## src/verilog/ipdt_map.svh

```systemverilog
`ifndef IPDT_MAP_SVH
`define IPDT_MAP_SVH
// Register byte offsets
`define IPDT_OFF_CTRL       8'h00
`define IPDT_OFF_INPUTS     8'h04
`define IPDT_OFF_DIM_T      8'h08
`define IPDT_OFF_OFF_T      8'h0C
`define IPDT_OFF_LIGHT_T    8'h10
`define IPDT_OFF_SAVE_T     8'h14
`define IPDT_OFF_STBY_T     8'h18
`define IPDT_OFF_SAVE_WAKE  8'h1C
`define IPDT_OFF_STBY_WAKE  8'h20
`define IPDT_OFF_GONG_DLY   8'h24
`define IPDT_OFF_GONG_LEN   8'h28
`define IPDT_OFF_STATUS     8'h2C
`define IPDT_OFF_ARRIVE     8'h30
`define IPDT_OFF_FLOOR      8'h34
// Control bits
`define IPDT_CTRL_DIM_EN    0
`define IPDT_CTRL_OFF_EN    1
`define IPDT_CTRL_LIGHT_EN  2
`define IPDT_CTRL_SAVE_EN   3
`define IPDT_CTRL_STBY_EN   4
`define IPDT_CTRL_LANDPANEL 5
`define IPDT_CTRL_MASK_LO   8
// Input bits written by the piloting software
`define IPDT_IN_CALLS       0
`define IPDT_IN_CARPREF     1
`define IPDT_IN_DOORS_SHUT  2
`define IPDT_IN_GUEST       3
`define IPDT_IN_PRIO        4
`define IPDT_IN_SPECIAL     5
// Arrival register: bit0 pulse, bit1 up, bits 7:4 call type, bits 15:8 floor
`define IPDT_ARR_GO         0
`define IPDT_ARR_UP         1
`define IPDT_ARR_TYPE_LO    4
`define IPDT_ARR_FLOOR_LO   8
// Level codes sent on the bus
`define IPDT_LEVEL_NORMAL   4'h0
`define IPDT_LEVEL_SAVE     4'h4
`define IPDT_LEVEL_STBY     4'h6
// Timers tick once per millisecond
`define IPDT_CLK_HZ         40000000
`define IPDT_TICK_MS        1
`define IPDT_TICK_CYC       ((`IPDT_CLK_HZ / 1000) * `IPDT_TICK_MS)
`define IPDT_STBY_BLANK_MS  3000
`define IPDT_RESP_OKAY      2'h0
`define IPDT_RESP_SLVERR    2'h2
`endif

```

## src/verilog/ipdt_pkg.sv

```systemverilog
package ipdt_pkg;
    typedef enum logic [1:0] {
        IPDT_DISP_ON  = 2'b00,
        IPDT_DISP_DIM = 2'b01,
        IPDT_DISP_OFF = 2'b10
    } ipdt_disp_e;
    typedef enum logic [1:0] {
        IPDT_GONG_IDLE  = 2'b00,
        IPDT_GONG_WAIT  = 2'b01,
        IPDT_GONG_PULSE = 2'b10
    } ipdt_gong_e;
    // Bus-facing outputs grouped together
    typedef struct packed {
        logic [7:0] floor_value;
        logic arrow_on;
        logic disp_dim_msg;
        logic disp_off_msg;
        logic car_light_off;
        logic main_light_off_ack;
        logic [3:0] level_code;
        logic energy_saving_ind;
        logic energy_standby_ind;
        logic gong_up;
        logic gong_down;
    } ipdt_bus_out_s;
endpackage

```

## src/verilog/ipdt_timer.sv

```systemverilog
`timescale 1ns/1ps
`default_nettype none
// Millisecond up-counter: runs while enabled, clears when not, flags expiry
module ipdt_timer (
    input wire logic aclk,
    input wire logic aresetn,
    input wire logic tick,
    input wire logic run,
    input wire logic [31:0] period_ms,
    output logic expired
);
    logic [31:0] count_reg;

    // Count held at zero when not running so each idle period starts afresh
    always_ff @(posedge aclk) begin
        if (!aresetn || !run) begin
            count_reg <= 32'h00000000;
        end else if (tick && count_reg < period_ms) begin
            count_reg <= count_reg + 32'h00000001;
        end
    end

    // Zero period expires as soon as the timer runs, so no special case here
    always_comb begin
        expired = run && (count_reg >= period_ms);
    end
endmodule
`default_nettype wire

```

## src/verilog/ipdt_top.sv

```systemverilog
// Behaviour
// Dim timer expires before switch-off timer starts
// Standby blanks displays within three seconds; code keeps them lit while a keep-on request is set
// Preference, guest, priority, special keep displays
// Dim or blank sends floor value zero
// Also emit power-saving display messages
// Lanterns off through normal arrow signal
// Two light-off outputs: status and acknowledge
// Installation uses active-off light polarity
// Gong fires after delay past counting pulse
// Gong only for configured call types
// Gong pulse length equals configured duration; code ends the pulse one tick early
// Separate up/down; landing panel own floor
// Idle save period asserts saving output, code
// Idle standby period asserts standby output, code
// Saving wake-up timer after leaving saving
// Standby wake-up timer after leaving standby
// Distinct saving and standby indication outputs
// Energy-reduced flag and wake-up warning flag
// Idle means no calls, doors closed; code also needs no car preference
// Idle end clears timers, outputs, starts wake
`include "ipdt_map.svh"
`timescale 1ns/1ps
`default_nettype none
module ipdt_top (
    input wire logic aclk,
    input wire logic aresetn,
    input wire logic [7:0] s_axi_awaddr,
    input wire logic s_axi_awvalid,
    output logic s_axi_awready,
    input wire logic [31:0] s_axi_wdata,
    input wire logic [3:0] s_axi_wstrb,
    input wire logic s_axi_wvalid,
    output logic s_axi_wready,
    output logic [1:0] s_axi_bresp,
    output logic s_axi_bvalid,
    input wire logic s_axi_bready,
    input wire logic [7:0] s_axi_araddr,
    input wire logic s_axi_arvalid,
    output logic s_axi_arready,
    output logic [31:0] s_axi_rdata,
    output logic [1:0] s_axi_rresp,
    output logic s_axi_rvalid,
    input wire logic s_axi_rready,
    input wire logic [7:0] current_floor,
    output ipdt_pkg::ipdt_bus_out_s bus_out
);
    import ipdt_pkg::*;

    logic [31:0] ctrl_reg, inputs_reg, floor_cfg_reg;
    logic [31:0] tper_reg [0:8];
    logic [7:0] aw_addr_reg;
    logic aw_held_reg, w_held_reg;
    logic [31:0] w_data_reg;
    logic [3:0] w_strb_reg;
    logic arrive_go;
    logic [31:0] arrive_data;
    logic [15:0] tick_cnt_reg;
    logic tick;
    logic idle, keep_on, standby_now;
    logic [4:0] run_t, exp_t;
    logic save_wake_run_reg, stby_wake_run_reg;
    logic save_wake_exp, stby_wake_exp;
    logic [12:0] blank_cnt_reg;
    ipdt_disp_e disp_reg;
    ipdt_gong_e gong_reg;
    logic [31:0] gong_cnt_reg;
    logic gong_up_reg;
    logic [3:0] level_reg;
    logic [31:0] rd_val;

    // Millisecond tick shared by every timer
    always_ff @(posedge aclk) begin
        if (!aresetn || tick) begin
            tick_cnt_reg <= 16'h0000;
        end else begin
            tick_cnt_reg <= tick_cnt_reg + 16'h0001;
        end
    end
    assign tick = (tick_cnt_reg == 16'((`IPDT_TICK_CYC) - 1));

    // Idle: no calls or preference pending and doors closed
    assign idle = !inputs_reg[`IPDT_IN_CALLS] && !inputs_reg[`IPDT_IN_CARPREF]
                  && inputs_reg[`IPDT_IN_DOORS_SHUT];
    assign keep_on = inputs_reg[`IPDT_IN_CARPREF] || inputs_reg[`IPDT_IN_GUEST]
                     || inputs_reg[`IPDT_IN_PRIO] || inputs_reg[`IPDT_IN_SPECIAL];

    // Timer 0 dim, 1 display off, 2 light, 3 saving, 4 standby
    assign run_t[0] = idle && !keep_on && ctrl_reg[`IPDT_CTRL_DIM_EN];
    // With dimming enabled the off timer starts once the dim state stands, so only standby blanks without dimming first
    assign run_t[1] = idle && !keep_on && ctrl_reg[`IPDT_CTRL_OFF_EN]
                      && (!ctrl_reg[`IPDT_CTRL_DIM_EN] || disp_reg != IPDT_DISP_ON);
    assign run_t[2] = idle && !keep_on && ctrl_reg[`IPDT_CTRL_LIGHT_EN];
    assign run_t[3] = idle && ctrl_reg[`IPDT_CTRL_SAVE_EN];
    assign run_t[4] = idle && ctrl_reg[`IPDT_CTRL_STBY_EN];

    // Leaving idle stops every run term, which clears the counters
    genvar gi;
    generate
        for (gi = 0; gi < 5; gi++) begin : g_idle
            ipdt_timer u_t (
                .aclk(aclk),
                .aresetn(aresetn),
                .tick(tick),
                .run(run_t[gi]),
                .period_ms(tper_reg[gi]),
                .expired(exp_t[gi])
            );
        end
    endgenerate
    assign standby_now = exp_t[4];

    // Wake-up timers: started when the level is left, run until expiry or until the level is entered again
    always_ff @(posedge aclk) begin
        if (!aresetn) begin
            save_wake_run_reg <= 1'b0;
            stby_wake_run_reg <= 1'b0;
        end else begin
            if (level_reg == `IPDT_LEVEL_SAVE && !exp_t[3] && !standby_now) begin
                save_wake_run_reg <= 1'b1;
            end else if (save_wake_exp || exp_t[3]) begin
                save_wake_run_reg <= 1'b0;
            end
            if (level_reg == `IPDT_LEVEL_STBY && !standby_now) begin
                stby_wake_run_reg <= 1'b1;
            end else if (stby_wake_exp || standby_now) begin
                stby_wake_run_reg <= 1'b0;
            end
        end
    end
    ipdt_timer u_save_wake (
        .aclk(aclk),
        .aresetn(aresetn),
        .tick(tick),
        .run(save_wake_run_reg),
        .period_ms(tper_reg[5]),
        .expired(save_wake_exp)
    );
    ipdt_timer u_stby_wake (
        .aclk(aclk),
        .aresetn(aresetn),
        .tick(tick),
        .run(stby_wake_run_reg),
        .period_ms(tper_reg[6]),
        .expired(stby_wake_exp)
    );

    // Level selection; standby outranks saving
    always_ff @(posedge aclk) begin
        if (!aresetn) begin
            level_reg <= `IPDT_LEVEL_NORMAL;
        end else if (standby_now) begin
            level_reg <= `IPDT_LEVEL_STBY;
        end else if (exp_t[3]) begin
            level_reg <= `IPDT_LEVEL_SAVE;
        end else begin
            level_reg <= `IPDT_LEVEL_NORMAL;
        end
    end

    // Display state; without a keep-on request standby blanks at once, well inside three seconds
    always_ff @(posedge aclk) begin
        if (!aresetn) begin
            disp_reg <= IPDT_DISP_ON;
        end else if (keep_on || !idle) begin
            disp_reg <= IPDT_DISP_ON;
        end else if (standby_now || exp_t[1]) begin
            disp_reg <= IPDT_DISP_OFF;
        end else if (exp_t[0]) begin
            disp_reg <= IPDT_DISP_DIM;
        end else begin
            disp_reg <= IPDT_DISP_ON;
        end
    end

    // Watchdog on the standby blank path, in ms since standby began
    always_ff @(posedge aclk) begin
        if (!aresetn || !standby_now) begin
            blank_cnt_reg <= 13'h0000;
        end else if (tick && blank_cnt_reg < 13'(`IPDT_STBY_BLANK_MS)) begin
            blank_cnt_reg <= blank_cnt_reg + 13'h0001;
        end
    end

    // Gong: delay after counting pulse, then pulse one tick shorter than the set length
    always_ff @(posedge aclk) begin
        if (!aresetn) begin
            gong_reg <= IPDT_GONG_IDLE;
            gong_cnt_reg <= 32'h00000000;
            gong_up_reg <= 1'b0;
        end else begin
            unique case (gong_reg)
                IPDT_GONG_IDLE: begin
                    gong_cnt_reg <= 32'h00000000;
                    if (arrive_go
                        && |(arrive_data[`IPDT_ARR_TYPE_LO +: 4] & ctrl_reg[`IPDT_CTRL_MASK_LO +: 4])
                        && (!ctrl_reg[`IPDT_CTRL_LANDPANEL]
                            || arrive_data[`IPDT_ARR_FLOOR_LO +: 8] == floor_cfg_reg[7:0])) begin
                        gong_up_reg <= arrive_data[`IPDT_ARR_UP];
                        gong_reg <= IPDT_GONG_WAIT;
                    end
                end
                IPDT_GONG_WAIT: begin
                    if (gong_cnt_reg >= tper_reg[7]) begin
                        gong_cnt_reg <= 32'h00000000;
                        gong_reg <= IPDT_GONG_PULSE;
                    end else if (tick) begin
                        gong_cnt_reg <= gong_cnt_reg + 32'h00000001;
                    end
                end
                IPDT_GONG_PULSE: begin
                    if (gong_cnt_reg + 32'h00000001 >= tper_reg[8]) begin
                        gong_reg <= IPDT_GONG_IDLE;
                    end else if (tick) begin
                        gong_cnt_reg <= gong_cnt_reg + 32'h00000001;
                    end
                end
                default: gong_reg <= IPDT_GONG_IDLE;
            endcase
        end
    end

    // Bus outputs, all registered
    always_ff @(posedge aclk) begin
        if (!aresetn) begin
            bus_out <= '0;
        end else begin
            bus_out.floor_value <= (disp_reg == IPDT_DISP_ON) ? current_floor : 8'h00;
            bus_out.disp_dim_msg <= (disp_reg == IPDT_DISP_DIM);
            bus_out.disp_off_msg <= (disp_reg == IPDT_DISP_OFF);
            bus_out.arrow_on <= (disp_reg == IPDT_DISP_ON);
            // Active-high means off, so a lost link leaves the cabin lit
            bus_out.car_light_off <= exp_t[2] || standby_now;
            bus_out.main_light_off_ack <= exp_t[2] || standby_now;
            bus_out.level_code <= level_reg;
            bus_out.energy_saving_ind <= (level_reg == `IPDT_LEVEL_SAVE);
            bus_out.energy_standby_ind <= (level_reg == `IPDT_LEVEL_STBY);
            bus_out.gong_up <= (gong_reg == IPDT_GONG_PULSE) && gong_up_reg;
            bus_out.gong_down <= (gong_reg == IPDT_GONG_PULSE) && !gong_up_reg;
        end
    end

    // AXI4-Lite write: address and data held in either order
    always_ff @(posedge aclk) begin
        if (!aresetn) begin
            aw_held_reg <= 1'b0;
            w_held_reg <= 1'b0;
            aw_addr_reg <= 8'h00;
            w_data_reg <= 32'h00000000;
            w_strb_reg <= 4'h0;
            s_axi_bvalid <= 1'b0;
            s_axi_bresp <= `IPDT_RESP_OKAY;
        end else begin
            if (s_axi_awvalid && s_axi_awready) begin
                aw_held_reg <= 1'b1;
                aw_addr_reg <= s_axi_awaddr;
            end
            if (s_axi_wvalid && s_axi_wready) begin
                w_held_reg <= 1'b1;
                w_data_reg <= s_axi_wdata;
                w_strb_reg <= s_axi_wstrb;
            end
            if (aw_held_reg && w_held_reg && !s_axi_bvalid) begin
                aw_held_reg <= 1'b0;
                w_held_reg <= 1'b0;
                s_axi_bvalid <= 1'b1;
                s_axi_bresp <= (aw_addr_reg[1:0] == 2'b00 && aw_addr_reg <= `IPDT_OFF_FLOOR
                                && aw_addr_reg != `IPDT_OFF_STATUS) ? `IPDT_RESP_OKAY : `IPDT_RESP_SLVERR;
            end else if (s_axi_bvalid && s_axi_bready) begin
                s_axi_bvalid <= 1'b0;
            end
        end
    end
    assign s_axi_awready = !aw_held_reg && !s_axi_bvalid;
    assign s_axi_wready = !w_held_reg && !s_axi_bvalid;

    // Commit happens on the cycle both halves are held
    wire do_wr = aw_held_reg && w_held_reg && !s_axi_bvalid;
    wire [31:0] wmask = {{8{w_strb_reg[3]}}, {8{w_strb_reg[2]}}, {8{w_strb_reg[1]}}, {8{w_strb_reg[0]}}};
    assign arrive_go = do_wr && aw_addr_reg == `IPDT_OFF_ARRIVE && w_data_reg[`IPDT_ARR_GO];
    assign arrive_data = w_data_reg;
    always_ff @(posedge aclk) begin
        if (!aresetn) begin
            ctrl_reg <= 32'h00000000;
            inputs_reg <= 32'h00000000;
            floor_cfg_reg <= 32'h00000000;
            for (int i = 0; i < 9; i++) begin
                tper_reg[i] <= 32'h00000000;
            end
        end else if (do_wr) begin
            unique case (aw_addr_reg)
                `IPDT_OFF_CTRL: ctrl_reg <= (ctrl_reg & ~wmask) | (w_data_reg & wmask);
                `IPDT_OFF_INPUTS: inputs_reg <= (inputs_reg & ~wmask) | (w_data_reg & wmask);
                `IPDT_OFF_FLOOR: floor_cfg_reg <= (floor_cfg_reg & ~wmask) | (w_data_reg & wmask);
                default: begin
                    // Unaligned writes answer an error and must leave the periods alone
                    if (aw_addr_reg[1:0] == 2'b00
                        && aw_addr_reg >= `IPDT_OFF_DIM_T && aw_addr_reg <= `IPDT_OFF_GONG_LEN) begin
                        tper_reg[aw_addr_reg[5:2] - 4'h2] <=
                            (tper_reg[aw_addr_reg[5:2] - 4'h2] & ~wmask) | (w_data_reg & wmask);
                    end
                end
            endcase
        end
    end

    // Read mux; status shows level, flags and display state
    always_comb begin
        rd_val = 32'h00000000;
        case (s_axi_araddr)
            `IPDT_OFF_CTRL: rd_val = ctrl_reg;
            `IPDT_OFF_INPUTS: rd_val = inputs_reg;
            `IPDT_OFF_FLOOR: rd_val = floor_cfg_reg;
            `IPDT_OFF_STATUS: rd_val = {11'h000, blank_cnt_reg, 1'b0, disp_reg,
                                        (save_wake_run_reg || stby_wake_run_reg),
                                        (level_reg != `IPDT_LEVEL_NORMAL), level_reg[2:0]};
            default: begin
                if (s_axi_araddr >= `IPDT_OFF_DIM_T && s_axi_araddr <= `IPDT_OFF_GONG_LEN) begin
                    rd_val = tper_reg[s_axi_araddr[5:2] - 4'h2];
                end
            end
        endcase
    end

    // Read answer one cycle after the address is taken
    always_ff @(posedge aclk) begin
        if (!aresetn) begin
            s_axi_rvalid <= 1'b0;
            s_axi_rdata <= 32'h00000000;
            s_axi_rresp <= `IPDT_RESP_OKAY;
        end else if (s_axi_arvalid && s_axi_arready) begin
            s_axi_rvalid <= 1'b1;
            s_axi_rdata <= rd_val;
            s_axi_rresp <= (s_axi_araddr[1:0] == 2'b00 && s_axi_araddr <= `IPDT_OFF_FLOOR
                            && s_axi_araddr != `IPDT_OFF_ARRIVE) ? `IPDT_RESP_OKAY : `IPDT_RESP_SLVERR;
        end else if (s_axi_rvalid && s_axi_rready) begin
            s_axi_rvalid <= 1'b0;
        end
    end
    assign s_axi_arready = !s_axi_rvalid;
endmodule
`default_nettype wire

```

## config.mk

```make
export PLATFORM = sky130hd
export DESIGN_NAME = ipdt_top
export DESIGN_NICKNAME = d
export VERILOG_FILES = /design/src/verilog/ipdt_pkg.sv /design/src/verilog/ipdt_timer.sv /design/src/verilog/ipdt_top.sv
export VERILOG_INCLUDE_DIRS = /design/src /design/src/verilog
export SDC_FILE = /design/constraint.sdc
export NUM_CORES = 2
export LEC_CHECK = 0
export BUFFER_PORTS_ARGS = -buffer_cell sky130_fd_sc_hd__buf_2
export CAP_MARGIN = 20
export CORE_MARGIN = 3
export CORE_UTILIZATION = 55
export DETAILED_ROUTE_END_ITERATION = 6
export HOLD_SLACK_MARGIN = 0.06
export PLACE_DENSITY_LB_ADDON = 0.08
export SLEW_MARGIN = 20
export SYNTH_ARGS = -nofsm -noshare
export SYNTH_HDL_FRONTEND = slang
export SYNTH_SLANG_ARGS = --single-unit
```

## constraint.sdc

```tcl
create_clock -name aclk -period 5.8 [get_ports aclk]
set_clock_uncertainty 0.2 [all_clocks]
set_input_delay 0.29 -clock aclk [delete_from_list [all_inputs] [get_ports aclk]]
set_output_delay 0.29 -clock aclk [all_outputs]
set_load 0.005 [all_outputs]
```

==> results.ini <==
[setup_path]
crit_family = simple AND/OR/NAND/NOR gates
r2r_slack_ns = 0.61
slowest_delay_ns = 0.66
cp_slowest_cell = or3b_2
cp.required_ns = 6.24
worstSetupStartpointType = flop
end_kind = flop
cp.depth = 15
crit_type = flop to flop
rr_startpoint = gong_cnt_reg[2]$_SDFFE_PN0P_
crit_buf_inv = 0
reg2reg_to = gong_cnt_reg[2]$_SDFFE_PN0P_
r2r_cells = 15
worstPathArrival_ns = 5.63
crit_fanout = 12
path_cells = and3_1 > nand4_1 > nor3_1 > nand2_1 > nor2_1 > xor2_1 > ha_1 > a21o_1 > a21o_1 > a2111oi_0 > o21bai_1 > a21oi_1 > nand4bb_1 > or3b_2 > a21oi_1

[sta]
worst_pin_slew_ns = 1.10
fmax_mhz = 193
setup_violations = 0
timing.slew.headroom_pct = 24.7
fin_crit_sh_pct = 89.5
slew_violations = 0
period_needed_ns = 5.19
finalHoldViolations = 0
setup_tns_ns = 0
rsz0062_at_grt = false

[final_layout]
largest_reg_flops = 512
drive_gt1_share_pct = 14.8
stdcell_count = 6639
fin_nets = 5633
synthToLayoutAreaGrowth_pct = 12.9
final_util_pct = 63.0

[clocking]
hold_buffers = 112
clock-sinks = 1002
cts_tree = built
postCtsResizedCells = 0
worstSkewPairLatency_ns = 0.71
root_buffer = clkbuf_16
clk_pin_slew_worst_paths_ns = 0.06
post_cts_buffers = 0
numCtsBuffers = 109
cts_max_level = 3
ctsLongestPathBuffers = 3

[synthesis]
synthFlopType = edfxtp_1
synthTopCellsByArea = edfxtp_1, dfxtp_1, mux4_2, ha_1, a21oi_1
yosysSeqAreaShare_pct = 46.5
synth_most_common_cell = edfxtp_1
yosysWarnings = 0
netlist.area_leader.share_pct = 28.4
synth_area_leader_cell = edfxtp_1
ys_top_cells_by_count = edfxtp_1, dfxtp_1, nor2_1
syn_inst = 5058
syn_avg_cell_area_um2 = 10.7
ys_async_sr_fraction_pct = 0
synth_area_um2 = 54200
yosys_register_bits = 1002
ys_types = 79
synth_edf_count = 512

[global_routing]
grt_pass1_vias = 40600
track_usage_pct = 35.2
antenna_found_initial = 11
overflow = 0
grt_pass1_wl_um = 268000
grt_max_degree = 94

[route]
vias = 43300
wl_per_cell_um = 27.5
viasPerCell = 6.52
dr.pass1.iters = 5
drc_errors = 0
drtAntennaViolNets = 0
drt_wl_total_um = 183000
drt-initial-drc-count = 5524

[place]
place_congestion = 0.964
place_hpwl_um = 131000
portBuffers = 124
post-place-cells = 6313

[power_and_ir_drop]
p_per_area_nw_per_um2 = 270
max-vdd-ir-drop_mv = 0.228
leakage_nw = 22.8
power_mw = 16.5

[floorplanning]
row_count = 114
core-area_um2 = 97100
die_h_um = 320
start_util_pct = 55.8
ios = 129
die_area_um2 = 102000
die_w_um = 320

[outcome]
status = finished clean

[hold_path]
hp-start = current_floor[0]
hold_class = input pin to flop
whs_endpoint = bus_out[13]$_SDFF_PN0_
whs_path_depth = 3

[job]
drv_cap = 0

==> stage by stage <==
step / hold WS, ns / cell area, um2 / setup WS (ns)
2_1_floorplan: 0.190 / 54200 / 0.554
3_3_place_gp: 0.241 / 56600 / 0.754
3_5_place_dp: 0.246 / 56600 / 0.760
4_1_cts: 0.0748 / 61100 / 0.742
5_1_grt: 0.133 / 61200 / 0.290
6_report: 0.124 / 61200 / 0.608
==> power by group <==
| group | internal (mW) | leakage, nW | switching [mW] |
|---|---|---|---|
| logic | 0.698 | 12.1 | 1.16 |
| registers | 7.65 | 8.96 | 0.189 |
| clock network | 3.81 | 1.71 | 2.98 |
==> tightest hold or removal path, delay by kind of cell <==
kind                   cells  cell delay, ns
and+or+nand+nor            1            0.10
buffers and inverters      2            0.61
==> cell usage in the layout (no fill, tap or decap), types with 18 or more instances in the layout <==
cell / netlist / layout
dfxtp_1: 490 / 488
or4_1: 29 / 29
inv_1: 376 / 376
nor2b_1: 19 / 18
o311ai_0: 20 / 19
o31ai_1: 23 / 23
edfxtp_1: 512 / 512
mux4_2: 320 / 320
a221oi_1: 33 / 33
buf_4: 5 / 117
a21oi_1: 414 / 413
nand4_1: 120 / 120
dlygate4sd3_1: 0 / 112
clkbuf_16: 0 / 111
nand3b_1: 21 / 21
a21o_1: 95 / 95
ha_1: 306 / 304
clkbuf_1: 215 / 32
a211oi_1: 22 / 22
nor2_1: 475 / 472
and2_1: 34 / 34
o41ai_1: 19 / 19
nand2_1: 399 / 398
clkinv_2: 0 / 22
xnor2_1: 60 / 60
and3_1: 54 / 54
buf_2: 16 / 122
nand3_1: 205 / 205
mux2i_1: 76 / 74
o21ai_0: 220 / 220
nor3_1: 39 / 32
or3_1: 133 / 133
and4_1: 29 / 29
nand2b_1: 34 / 34
xor2_1: 37 / 35
==> kinds of logic (layout without fill, tap and decap cells) <==
group / after synthesis / in the layout / synth area share, %
simple gates: 1652 / 1652 / 14.9
fa+ha+maj: 306 / 306 / 7.07
compound gates: 954 / 954 / 10.7
mux: 397 / 397 / 14.7
xor+xnor: 97 / 97 / 1.57
other cells: 1 / 10 / 0.00692
flops: 1002 / 1002 / 46.5
buf+inv: 649 / 945 / 4.57
==> layer usage <==
| metal | global-route usage (%) | vias up | share of wire [%] |
|---|---|---|---|
| li1 | - | 19200 | - |
| met4 | 14.4 | 8 | 4.4 |
| met5 | 0 | - | 0.032 |
| met2 | 54.3 | 2246 | 45 |
| met1 | 47.8 | 21400 | 39 |
| met3 | 9.16 | 396 | 11 |
==> worst max path at each step <==
stage	start	end	slack, ns
finish	gong_cnt_reg[2]$_SDFFE_PN0P_	gong_cnt_reg[2]$_SDFFE_PN0P_	0.61
global route	gong_cnt_reg[2]$_SDFFE_PN0P_	gong_cnt_reg[2]$_SDFFE_PN0P_	0.29
CTS	gong_cnt_reg[2]$_SDFFE_PN0P_	gong_cnt_reg[2]$_SDFFE_PN0P_	0.74
detailed placement	gong_cnt_reg[2]$_SDFFE_PN0P_	gong_cnt_reg[2]$_SDFFE_PN0P_	0.76
global placement	gong_cnt_reg[2]$_SDFFE_PN0P_	gong_cnt_reg[2]$_SDFFE_PN0P_	0.75
floorplan	aw_addr_reg[3]$_SDFFE_PN0P_	tper_reg[12][0]$_DFFE_PP_	0.55
==> layout make-up <==
class,count,area [um2]
inverter,377,1420
fill,7812,36000
clock inverter,49,349
clock buffer,159,3110
antenna,6,15.0
timing repair buffer,360,2780
sequential,1002,25200
multi-input combinational,3410,26700
tap,1276,1600
No activity file was read; power rests on OpenSTA's default activity.
